**src/core/slsup_pkg.sv**
```systemverilog
// package of constants and types for the signal limit supervisor
package slsup_pkg;
	localparam int          DW          = 32;
	localparam int          TW          = 34;
	// register byte offsets
	localparam logic [7:0]  OFS_CTRL    = 8'h00;
	localparam logic [7:0]  OFS_LOW     = 8'h04;
	localparam logic [7:0]  OFS_HIGH    = 8'h08;
	localparam logic [7:0]  OFS_HYST    = 8'h0C;
	localparam logic [7:0]  OFS_STATUS  = 8'h10;
	localparam logic [7:0]  OFS_IRQ_ST  = 8'h14;
	localparam logic [7:0]  OFS_IRQ_MSK = 8'h18;
	localparam logic [7:0]  OFS_EVCODE  = 8'h1C;
	// field positions
	localparam int          CTRL_MODE_LSB = 0;
	localparam int          CTRL_ACT_LSB  = 8;
	localparam int          ST_COND_BIT   = 0;
	localparam int          ST_WARN_BIT   = 1;
	localparam int          ST_FAULT_BIT  = 2;
	localparam int          IRQ_WARN_BIT  = 0;
	localparam int          IRQ_FAULT_BIT = 1;
	// mode codes
	localparam logic [3:0]  MODE_OFF    = 4'h0;
	localparam logic [3:0]  MODE_BOTH   = 4'h5;
	localparam logic [3:0]  MODE_ABSB   = 4'h6;
	localparam logic [3:0]  MODE_HYST   = 4'h7;
	localparam logic [3:0]  MODE_LOWF   = 4'h8;
	localparam logic [3:0]  MODE_HIGHR  = 4'h9;
	// action codes
	localparam logic [1:0]  ACT_NONE    = 2'h0;
	localparam logic [1:0]  ACT_WARN    = 2'h1;
	localparam logic [1:0]  ACT_FAULT   = 2'h2;
	// event codes
	localparam logic [15:0] CODE_WARN   = 16'hA8B1;
	localparam logic [15:0] CODE_FAULT  = 16'h80B1;
	// value ranges in hundredths
	localparam logic signed [31:0] HYST_MAX  = 32'sh00989680;
	localparam logic signed [31:0] LIM_MAX   = 32'sh7FFFFFD0;
	localparam logic signed [31:0] LIM_MIN   = -32'sh7FFFFFD0;
	// reset values
	localparam logic [3:0]  RST_MODE    = 4'h0;
	localparam logic [1:0]  RST_ACT     = 2'h0;
	localparam logic signed [31:0] RST_LIM = 32'sh00000000;

	typedef struct packed {
		logic signed [TW-1:0] hi_p;
		logic signed [TW-1:0] hi_m;
		logic signed [TW-1:0] lo_p;
		logic signed [TW-1:0] lo_m;
	} slsup_thr_t;

	typedef struct packed {
		logic [3:0]           mode;
		logic [1:0]           action;
		logic signed [DW-1:0] low;
		logic signed [DW-1:0] high;
		logic signed [DW-1:0] hyst;
		logic                 cond;
		logic signed [DW-1:0] prev;
		logic                 prev_ok;
		logic                 fault;
		logic                 warn;
		logic [1:0]           irq_stat;
		logic [1:0]           irq_mask;
		logic [15:0]          evcode;
		logic [31:0]          prdata;
		logic                 pready;
		logic                 pslverr;
		logic                 irq;
	} slsup_state_t;
endpackage

```
**src/core/slsup_thresh.sv**
```systemverilog
// threshold builder: limits plus or minus half hysteresis
`timescale 1ns/1ns
`default_nettype none
module slsup_thresh (
	input  wire logic signed [31:0] low,
	input  wire logic signed [31:0] high,
	input  wire logic signed [31:0] hyst,
	output slsup_pkg::slsup_thr_t   thr
);
	logic signed [33:0] half;
	logic signed [33:0] lo_x;
	logic signed [33:0] hi_x;

	always_comb begin
		half     = 34'(hyst >>> 1);
		lo_x     = 34'(low);
		hi_x     = 34'(high);
		thr.hi_p = hi_x + half;
		thr.hi_m = hi_x - half;
		thr.lo_p = lo_x + half;
		thr.lo_m = lo_x - half;
	end
endmodule // slsup_thresh
`default_nettype wire

```
**src/core/slsup_top.sv**
```systemverilog
// signal limit supervisor channel with apb registers
//
// Function
// - mode 5 sets above high+h/2 or below low-h/2 and clears between high-h/2 and low+h/2.
// - mode 6 is the same band test on magnitudes of signal and thresholds.
// - mode 7 sets above high+h/2, clears below low-h/2 and holds in between.
// - mode 8 sets only on a fall from above low+h/2 to below low-h/2.
// - mode 8 clears an active condition once the signal rises above low+h/2.
// - mode 9 sets only on a rise from below high-h/2 to above high+h/2.
// - mode 9 clears an active condition once the signal falls below high-h/2.
// - action code 0 does nothing, 1 warns, 2 faults, and no action after reset.
// - with warning action a warning stands while the condition is active, with code A8B1 unless a fault is latched.
// - with fault action the block trips and reports code 80B1 when the condition rises.
// - the action never alters the status flag.
// - mode 0 disables the channel so no condition is ever reported.
// - hysteresis is held in 0..100000.00 and limits in +/-21474836.00.
`timescale 1ns/1ns
`default_nettype none
module slsup_top (
	input  wire logic        mclk,
	input  wire logic        rst,
	input  wire logic        psel,
	input  wire logic        penable,
	input  wire logic        pwrite,
	input  wire logic [7:0]  paddr,
	input  wire logic [31:0] pwdata,
	output logic [31:0]      prdata,
	output logic             pready,
	output logic             pslverr,
	input  wire logic        sample_tick,
	input  wire logic [31:0] sig_in,
	output logic             cond_out,
	output logic             warn_out,
	output logic             fault_out,
	output logic [15:0]      event_code,
	output logic             irq
);
	////////////////////////////////////////////////////////////////////////////////
	// helpers

	// one bit of headroom so the most negative value cannot wrap
	function automatic logic signed [33:0] abs34(input logic signed [33:0] v);
		abs34 = v[33] ? -v : v;
	endfunction

	// settings out of range are clamped rather than refused
	function automatic logic signed [31:0] clamp(input logic signed [31:0] v,
		input logic signed [31:0] lo, input logic signed [31:0] hi);
		if (v < lo) begin
			clamp = lo;
		end else if (v > hi) begin
			clamp = hi;
		end else begin
			clamp = v;
		end
	endfunction

	function automatic logic mapped(input logic [7:0] a);
		case (a)
			slsup_pkg::OFS_CTRL, slsup_pkg::OFS_LOW, slsup_pkg::OFS_HIGH,
			slsup_pkg::OFS_HYST, slsup_pkg::OFS_STATUS, slsup_pkg::OFS_IRQ_ST,
			slsup_pkg::OFS_IRQ_MSK, slsup_pkg::OFS_EVCODE: mapped = 1'b1;
			default: mapped = 1'b0;
		endcase
	endfunction

	////////////////////////////////////////////////////////////////////////////////
	// thresholds

	slsup_pkg::slsup_state_t st_reg;
	slsup_pkg::slsup_state_t st_next;
	slsup_pkg::slsup_thr_t   thr;

	slsup_thresh u_thresh (
		.low  (st_reg.low),
		.high (st_reg.high),
		.hyst (st_reg.hyst),
		.thr  (thr)
	);

	////////////////////////////////////////////////////////////////////////////////
	// threshold crossings of the present and the kept sample

	logic signed [33:0] s;
	logic signed [33:0] p;
	logic signed [33:0] sa;
	logic               s_over_hp;
	logic               s_under_hm;
	logic               s_over_lp;
	logic               s_under_lm;
	logic               p_over_lp;
	logic               p_under_hm;
	logic               a_over_hp;
	logic               a_under_hm;
	logic               a_over_lp;
	logic               a_under_lm;

	assign s          = 34'(signed'(sig_in));
	assign p          = 34'(st_reg.prev);
	assign sa         = abs34(s);

	assign s_over_hp  = s > thr.hi_p;
	assign s_under_hm = s < thr.hi_m;
	assign s_over_lp  = s > thr.lo_p;
	assign s_under_lm = s < thr.lo_m;
	assign p_over_lp  = p > thr.lo_p;
	assign p_under_hm = p < thr.hi_m;

	// magnitudes for the absolute band
	assign a_over_hp  = sa > abs34(thr.hi_p);
	assign a_under_hm = sa < abs34(thr.hi_m);
	assign a_over_lp  = sa > abs34(thr.lo_p);
	assign a_under_lm = sa < abs34(thr.lo_m);

	////////////////////////////////////////////////////////////////////////////////
	// next state

	logic               cnd;
	logic               wr;
	logic               rd_setup;
	logic               mode_chg;
	logic [3:0]         wmode;
	logic               warn_ev;
	logic               fault_ev;
	logic [1:0]         w1c;
	logic [31:0]        rdv;

	always_comb begin
		st_next  = st_reg;
		cnd      = st_reg.cond;
		warn_ev  = 1'b0;
		fault_ev = 1'b0;
		w1c      = 2'h0;
		rdv      = 32'h00000000;
		wr       = psel && penable && st_reg.pready && pwrite;
		rd_setup = psel && !penable;
		// a write that changes the mode restarts evaluation from an idle condition
		wmode    = pwdata[slsup_pkg::CTRL_MODE_LSB +: 4];
		mode_chg = wr && paddr == slsup_pkg::OFS_CTRL && wmode != st_reg.mode;

		// comparison on each sample tick
		if (sample_tick) begin
			case (st_reg.mode)
				slsup_pkg::MODE_BOTH: begin
					if (s_over_hp || s_under_lm) begin
						cnd = 1'b1;
					end else if (s_under_hm && s_over_lp) begin
						cnd = 1'b0;
					end
				end
				slsup_pkg::MODE_ABSB: begin
					if (a_over_hp || a_under_lm) begin
						cnd = 1'b1;
					end else if (a_under_hm && a_over_lp) begin
						cnd = 1'b0;
					end
				end
				slsup_pkg::MODE_HYST: begin
					if (s_over_hp) begin
						cnd = 1'b1;
					end else if (s_under_lm) begin
						cnd = 1'b0;
					end
				end
				slsup_pkg::MODE_LOWF: begin
					if (!st_reg.cond) begin
						cnd = st_reg.prev_ok && p_over_lp && s_under_lm;
					end else if (s_over_lp) begin
						cnd = 1'b0;
					end
				end
				slsup_pkg::MODE_HIGHR: begin
					if (!st_reg.cond) begin
						cnd = st_reg.prev_ok && p_under_hm && s_over_hp;
					end else if (s_under_hm) begin
						cnd = 1'b0;
					end
				end
				default: cnd = 1'b0;
			endcase
			// kept sample for the crossing modes
			st_next.prev    = signed'(sig_in);
			st_next.prev_ok = 1'b1;
		end

		// action selection, status flag unaffected
		st_next.cond = cnd;
		if (cnd && !st_reg.cond && !mode_chg) begin
			warn_ev  = st_reg.action == slsup_pkg::ACT_WARN;
			fault_ev = st_reg.action == slsup_pkg::ACT_FAULT;
		end

		// register writes
		if (wr) begin
			case (paddr)
				slsup_pkg::OFS_CTRL: begin
					st_next.mode   = wmode;
					st_next.action = pwdata[slsup_pkg::CTRL_ACT_LSB +: 2];
					if (mode_chg) begin
						st_next.cond = 1'b0;
					end
				end
				slsup_pkg::OFS_LOW:
					st_next.low  = clamp(pwdata, slsup_pkg::LIM_MIN, slsup_pkg::LIM_MAX);
				slsup_pkg::OFS_HIGH:
					st_next.high = clamp(pwdata, slsup_pkg::LIM_MIN, slsup_pkg::LIM_MAX);
				slsup_pkg::OFS_HYST:
					st_next.hyst = clamp(pwdata, 32'sh00000000, slsup_pkg::HYST_MAX);
				slsup_pkg::OFS_STATUS:
					if (pwdata[slsup_pkg::ST_FAULT_BIT]) begin
						st_next.fault = 1'b0;
					end
				slsup_pkg::OFS_IRQ_ST:
					w1c = pwdata[1:0];
				slsup_pkg::OFS_IRQ_MSK:
					st_next.irq_mask = pwdata[1:0];
				default: ;
			endcase
		end

		// warning level follows the condition under the action now in force
		st_next.warn = st_next.cond && st_next.action == slsup_pkg::ACT_WARN;

		// fault latch, trip wins over a clear
		if (fault_ev) begin
			st_next.fault = 1'b1;
		end

		// sticky interrupt status, set wins over clear
		st_next.irq_stat = (st_reg.irq_stat & ~w1c) | {fault_ev, warn_ev};
		// irq is a flop of the masked status, so it never glitches
		st_next.irq      = |(st_next.irq_stat & st_next.irq_mask);

		if (st_next.fault) begin
			st_next.evcode = slsup_pkg::CODE_FAULT;
		end else if (st_next.warn) begin
			st_next.evcode = slsup_pkg::CODE_WARN;
		end else begin
			st_next.evcode = 16'h0000;
		end

		// apb: answer prepared in the setup cycle, no wait state
		case (paddr)
			slsup_pkg::OFS_CTRL: begin
				rdv[slsup_pkg::CTRL_MODE_LSB +: 4] = st_reg.mode;
				rdv[slsup_pkg::CTRL_ACT_LSB +: 2]  = st_reg.action;
			end
			slsup_pkg::OFS_LOW:     rdv = st_reg.low;
			slsup_pkg::OFS_HIGH:    rdv = st_reg.high;
			slsup_pkg::OFS_HYST:    rdv = st_reg.hyst;
			slsup_pkg::OFS_STATUS: begin
				rdv[slsup_pkg::ST_COND_BIT]  = st_reg.cond;
				rdv[slsup_pkg::ST_WARN_BIT]  = st_reg.warn;
				rdv[slsup_pkg::ST_FAULT_BIT] = st_reg.fault;
			end
			slsup_pkg::OFS_IRQ_ST:  rdv[1:0]  = st_reg.irq_stat;
			slsup_pkg::OFS_IRQ_MSK: rdv[1:0]  = st_reg.irq_mask;
			slsup_pkg::OFS_EVCODE:  rdv[15:0] = st_reg.evcode;
			default: ;
		endcase
		// the answer for a read is taken from the state at the setup edge
		if (rd_setup) begin
			st_next.pready  = 1'b1;
			// unknown offsets answer with an error and zero data
			st_next.pslverr = !mapped(paddr);
			st_next.prdata  = pwrite ? 32'h00000000 : rdv;
		end else begin
			st_next.pready  = 1'b0;
			st_next.pslverr = 1'b0;
		end
	end

	////////////////////////////////////////////////////////////////////////////////
	// state register

	// reset leaves the channel disabled with no action selected
	always_ff @(posedge mclk) begin
		if (rst) begin
			st_reg          <= '0;
			st_reg.mode     <= slsup_pkg::RST_MODE;
			st_reg.action   <= slsup_pkg::RST_ACT;
			st_reg.low      <= slsup_pkg::RST_LIM;
			st_reg.high     <= slsup_pkg::RST_LIM;
		end else begin
			st_reg <= st_next;
		end
	end

	////////////////////////////////////////////////////////////////////////////////
	// outputs

	assign prdata     = st_reg.prdata;
	assign pready     = st_reg.pready;
	assign pslverr    = st_reg.pslverr;
	assign cond_out   = st_reg.cond;
	assign warn_out   = st_reg.warn;
	assign fault_out  = st_reg.fault;
	assign event_code = st_reg.evcode;
	assign irq        = st_reg.irq;
endmodule // slsup_top
`default_nettype wire

```
**config.mk**
```make
export PLATFORM = sky130hd
export DESIGN_NAME = slsup_top
export DESIGN_NICKNAME = d
export VERILOG_FILES = /design/src/core/slsup_pkg.sv /design/src/core/slsup_thresh.sv /design/src/core/slsup_top.sv
export SDC_FILE = /design/constraint.sdc
export NUM_CORES = 1
export LEC_CHECK = 0
export ABC_AREA = 1
export BUFFER_PORTS_ARGS = -buffer_cell sky130_fd_sc_hd__buf_2
export CAP_MARGIN = 20
export CORE_MARGIN = 4
export CORE_UTILIZATION = 50
export DETAILED_ROUTE_END_ITERATION = 10
export PLACE_DENSITY = 0.66
export RECOVER_POWER = 25
export SETUP_SLACK_MARGIN = 0.15
export SLEW_MARGIN = 15
export SYNTH_ARGS = -nofsm -noshare
export SYNTH_HDL_FRONTEND = slang
export SYNTH_SLANG_ARGS = --single-unit
```
**constraint.sdc**
```tcl
create_clock -name mclk -period 10.93 [get_ports mclk]
set_input_delay 2.186 -clock mclk [delete_from_list [all_inputs] [get_ports mclk]]
set_output_delay 2.186 -clock mclk [all_outputs]
set_load 0.01 [all_outputs]
```
==> metrics.cfg <==
[run_status]
run_status=finished with violations
failed_checks=max-capacitance violations, max-slew violations

[global_routing]
grt_overflow=0
grt_start_max_net_pins=102
antenna_violations_before_repair=3
first_pass_grt_wire_length_um=177000
track_usage_pct=39.2
grt_pass1_vias=28797

[power_and_ir_drop]
power_frac_comb_pct=24.0
worst_ir_drop_vdd_mv=0.128
design_power_total_mw=1.84
sequentialPowerShare_pct=36.3
clock_power_share_pct=39.6
total_leakage_power_nw=15.8
p_int_mw=1.19
swShare_pct=35.1
power.density_cell_area_mw_per_mm2=61.9
power.switching_mw=0.645

[route]
drc_violations_left=0
viasPerCell=5.75
drt_iter0_drc=2850
routed-via-count=30874
drt-total-wl_um=122000
route.antenna.remaining_nets=0
routedWlPerCell_um=22.7
drtPass1Iterations=6

[die]
pin_count=132
die-area_mm2=0.0601
initial_core_util_pct=50.8
die_x_um=245
placementRows=86
fp.coreArea_mm2=0.0554
fp.dieH_um=245

[timing]
max_freq_mhz=129
timing_max_transition_violations_final=57
grt_setup_unrepaired=false
worst-slew-pin-transition_ns=2.78
finClkSkew_ns=0.0290
share_of_the_cycle_needed_by_the_critical_path_after_routing_pct=70.7
final.hold.worst_slack_ns=0.467
setup_viol_count_final=0
post-route-min-period_ns=7.73
timing.final.hold_violations=0
worst_slew_margin_rel_pct=-85.3
setup_tns_ns=0

[finish]
layout-area-overhead-vs-synth_pct=5.42
postLayoutCellArea_mm2=0.0297
drive_above_1_share_pct=5.80
filler_cell_count=5883
diodes=0
largest_register_ff_count=106
finish.net_count=5141

[worst_setup_path]
timing.critical_path.to_type=flop
worst-path-max-fanout=5
critical_path_class=in -> reg
slowest_stage=sky130_fd_sc_hd__nor4_1
worst_setup_path_start_kind=input pin
worst_path_dominant_cell_family=simple AND/OR/NAND/NOR gates
worst-path-buf-inv=3
cp.required_ns=11.33
critPathMostFrequentCell=sky130_fd_sc_hd__nand2_1
cp_slowest_stage_delay_ns=0.66
critPathArrivalTime_ns=8.13

[place]
place.port_buffers=122
dpl.hpwl_um=102000
placedInstanceArea_mm2=0.0291
finalWeightedCongestion=1.03

[logic_synthesis]
netlist_area_mm2=0.0281
syn-mean-instance-area_um2=6.14
post_synth_main_area_contributors=sky130_fd_sc_hd__ha_1, sky130_fd_sc_hd__nand2_1, sky130_fd_sc_hd__dfxtp_1, sky130_fd_sc_hd__inv_1, sky130_fd_sc_hd__a21oi_1
yosys_warnings=0
netlist-cell-type-count=67
netlist.area_leader.share_pct=20.1
post-synth-top-area-cell=sky130_fd_sc_hd__ha_1
synth_sequential_area_ratio_pct=12.7
synthCells=4583
number_of_flip_flops_and_latches_in_the_synthesized_netlist=178

[clock_network]
cts.reportedPaths.clkPinSlew_ns=0.08
cts-buffers-inserted=17
cts_hold_buffers=0
cts-htree-levels=4
cts_resized=0
clock_sink_count=178
maximum_clock_insertion_buffer_count=2
post_cts_repair_timing_setup_buffer_count=0
cts.root.buffer_cell=sky130_fd_sc_hd__clkbuf_16
clock_insertion_delay_worst_skew_ns=0.52
cts_tree=done

[min_path]
path_class_of_the_lowest_slack_min_delay_path=reg -> reg

[job]
maxCapViolCount=1

-- cell families after synthesis --
kind of cell / share of synthesized area, %
AO/OA/AOI/OAI: 16.8
XOR/XNOR: 7.50
adder cells (fa/ha/maj): 20.4
buffers and inverters: 11.3
flip-flops: 12.7
other: 0.0267
AND/OR/NAND/NOR: 31.4
-- power groups by stage --
stage          logic (mW)  clock network [mW]  registers, mW
2_1_floorplan       0.284                   0          0.677
3_3_place_gp        0.422                   0          0.682
3_5_place_dp        0.427                   0          0.682
4_1_cts             0.429               0.728          0.667
5_1_grt             0.497               0.750          0.667
6_report            0.441               0.728          0.667
-- worst reg2reg max path, delay by kind of cell, from the launching register on --
family | cells | cell delay, ns
buffers and inverters | 2 | 0.23
and+or+nand+nor | 23 | 3.15
xor gates and xnor gates | 1 | 0.55
AOI/OAI and AO/OA | 7 | 1.82
adders and majority gates | 2 | 0.87
DFF | 1 | 0.40
-- final timing paths --
check                                      to  slack [ns]        start  depth (start not counted)
worst min register to register     prdata[10]        0.47   prdata[10]                          2
worst max-delay path            event_code[7]        3.20    sig_in[0]                         31
worst max register to register  event_code[7]        3.83  st_reg[108]                         35
worst min-delay path               prdata[10]        0.47   prdata[10]                          2
-- metal layers --
layer	vias up	global-route usage, %	routed length [um]
met1	14254	47.7	48800
li1	14963	-	-
met3	310	5.71	8770
met5	-	0	5
met4	2	26.0	9620
met2	1345	64.5	54800
-- area by class of cell --
type | count | area (um2) | share of cell area, %
Multi-Input combinational cell | 3645 | 21500 | 72.5
Sequential cell | 178 | 3560 | 12.0
Inverter | 625 | 2350 | 7.92
Tap cell | 748 | 936 | 3.15
Timing Repair Buffer | 140 | 684 | 2.31
Clock buffer | 20 | 467 | 1.57
Clock inverter | 12 | 168 | 0.565
-- synthesized netlist by cell type, drive strengths merged --
cell,count
nand2,1153
inv,623
nor2,541
ha,452
a21oi,429
o21ai,277
xor2,202
nand3,192
dfxtp,178
nand4,97
buf,83
clkbuf,75
nor3,73
nor4,28
o211ai,27
a21o,21
o21bai,17
xnor2,15
o21a,11
a221oi,10
o2111ai,9
a21boi,7
nand3b,7
o31ai,7
or2,7
a211oi,6
o22ai,5
a31oi,4
and2,4
fa,4
nor3b,4
and3,3
a41oi,2
clkinv,2
conb,2
a31o,1
nor4b,1
o221a,1
o221ai,1
o311ai,1
o41ai,1
-- layout by cell type, fill, tap and decap left out, types with 6 or more instances in the layout --
cell type                   instances
sky130_fd_sc_hd__xor2_2            27
sky130_fd_sc_hd__nor2_1           516
sky130_fd_sc_hd__nor4_1            26
sky130_fd_sc_hd__nor3_1            71
sky130_fd_sc_hd__buf_2             76
sky130_fd_sc_hd__o21ai_0          258
sky130_fd_sc_hd__o211ai_1          26
sky130_fd_sc_hd__o21bai_1          14
sky130_fd_sc_hd__o21ai_1           14
sky130_fd_sc_hd__a211oi_1           6
sky130_fd_sc_hd__nand3b_1           7
sky130_fd_sc_hd__nand2_1         1138
sky130_fd_sc_hd__xor2_1           175
sky130_fd_sc_hd__nand2_2           15
sky130_fd_sc_hd__conb_1            25
sky130_fd_sc_hd__nor2_4             9
sky130_fd_sc_hd__a21o_1            19
sky130_fd_sc_hd__a221oi_1          10
sky130_fd_sc_hd__inv_1            598
sky130_fd_sc_hd__dfxtp_1          178
sky130_fd_sc_hd__nand4_1           96
sky130_fd_sc_hd__clkbuf_1          47
sky130_fd_sc_hd__ha_1             452
sky130_fd_sc_hd__a21oi_2           13
sky130_fd_sc_hd__or2_2              6
sky130_fd_sc_hd__o31ai_1            6
sky130_fd_sc_hd__a21oi_1          411
sky130_fd_sc_hd__o2111ai_1          9
sky130_fd_sc_hd__o21a_1            11
sky130_fd_sc_hd__inv_2             24
sky130_fd_sc_hd__nor2_2            16
sky130_fd_sc_hd__buf_4             17
sky130_fd_sc_hd__clkbuf_16         17
sky130_fd_sc_hd__nand3_1          187
sky130_fd_sc_hd__xnor2_1           14
-- metrics by stage --
stage | utilization [%] | worst slack [ns] | cells
floorplan | - | 5.20 | 4606
global placement | 52.5 | 3.15 | 5336
detailed placement | 52.5 | 3.02 | 5336
CTS | 53.7 | 3.51 | 5368
global route | 53.5 | 2.70 | 5368
finish | 53.5 | 3.20 | 5368
No activity file was read; power rests on OpenSTA's default activity.
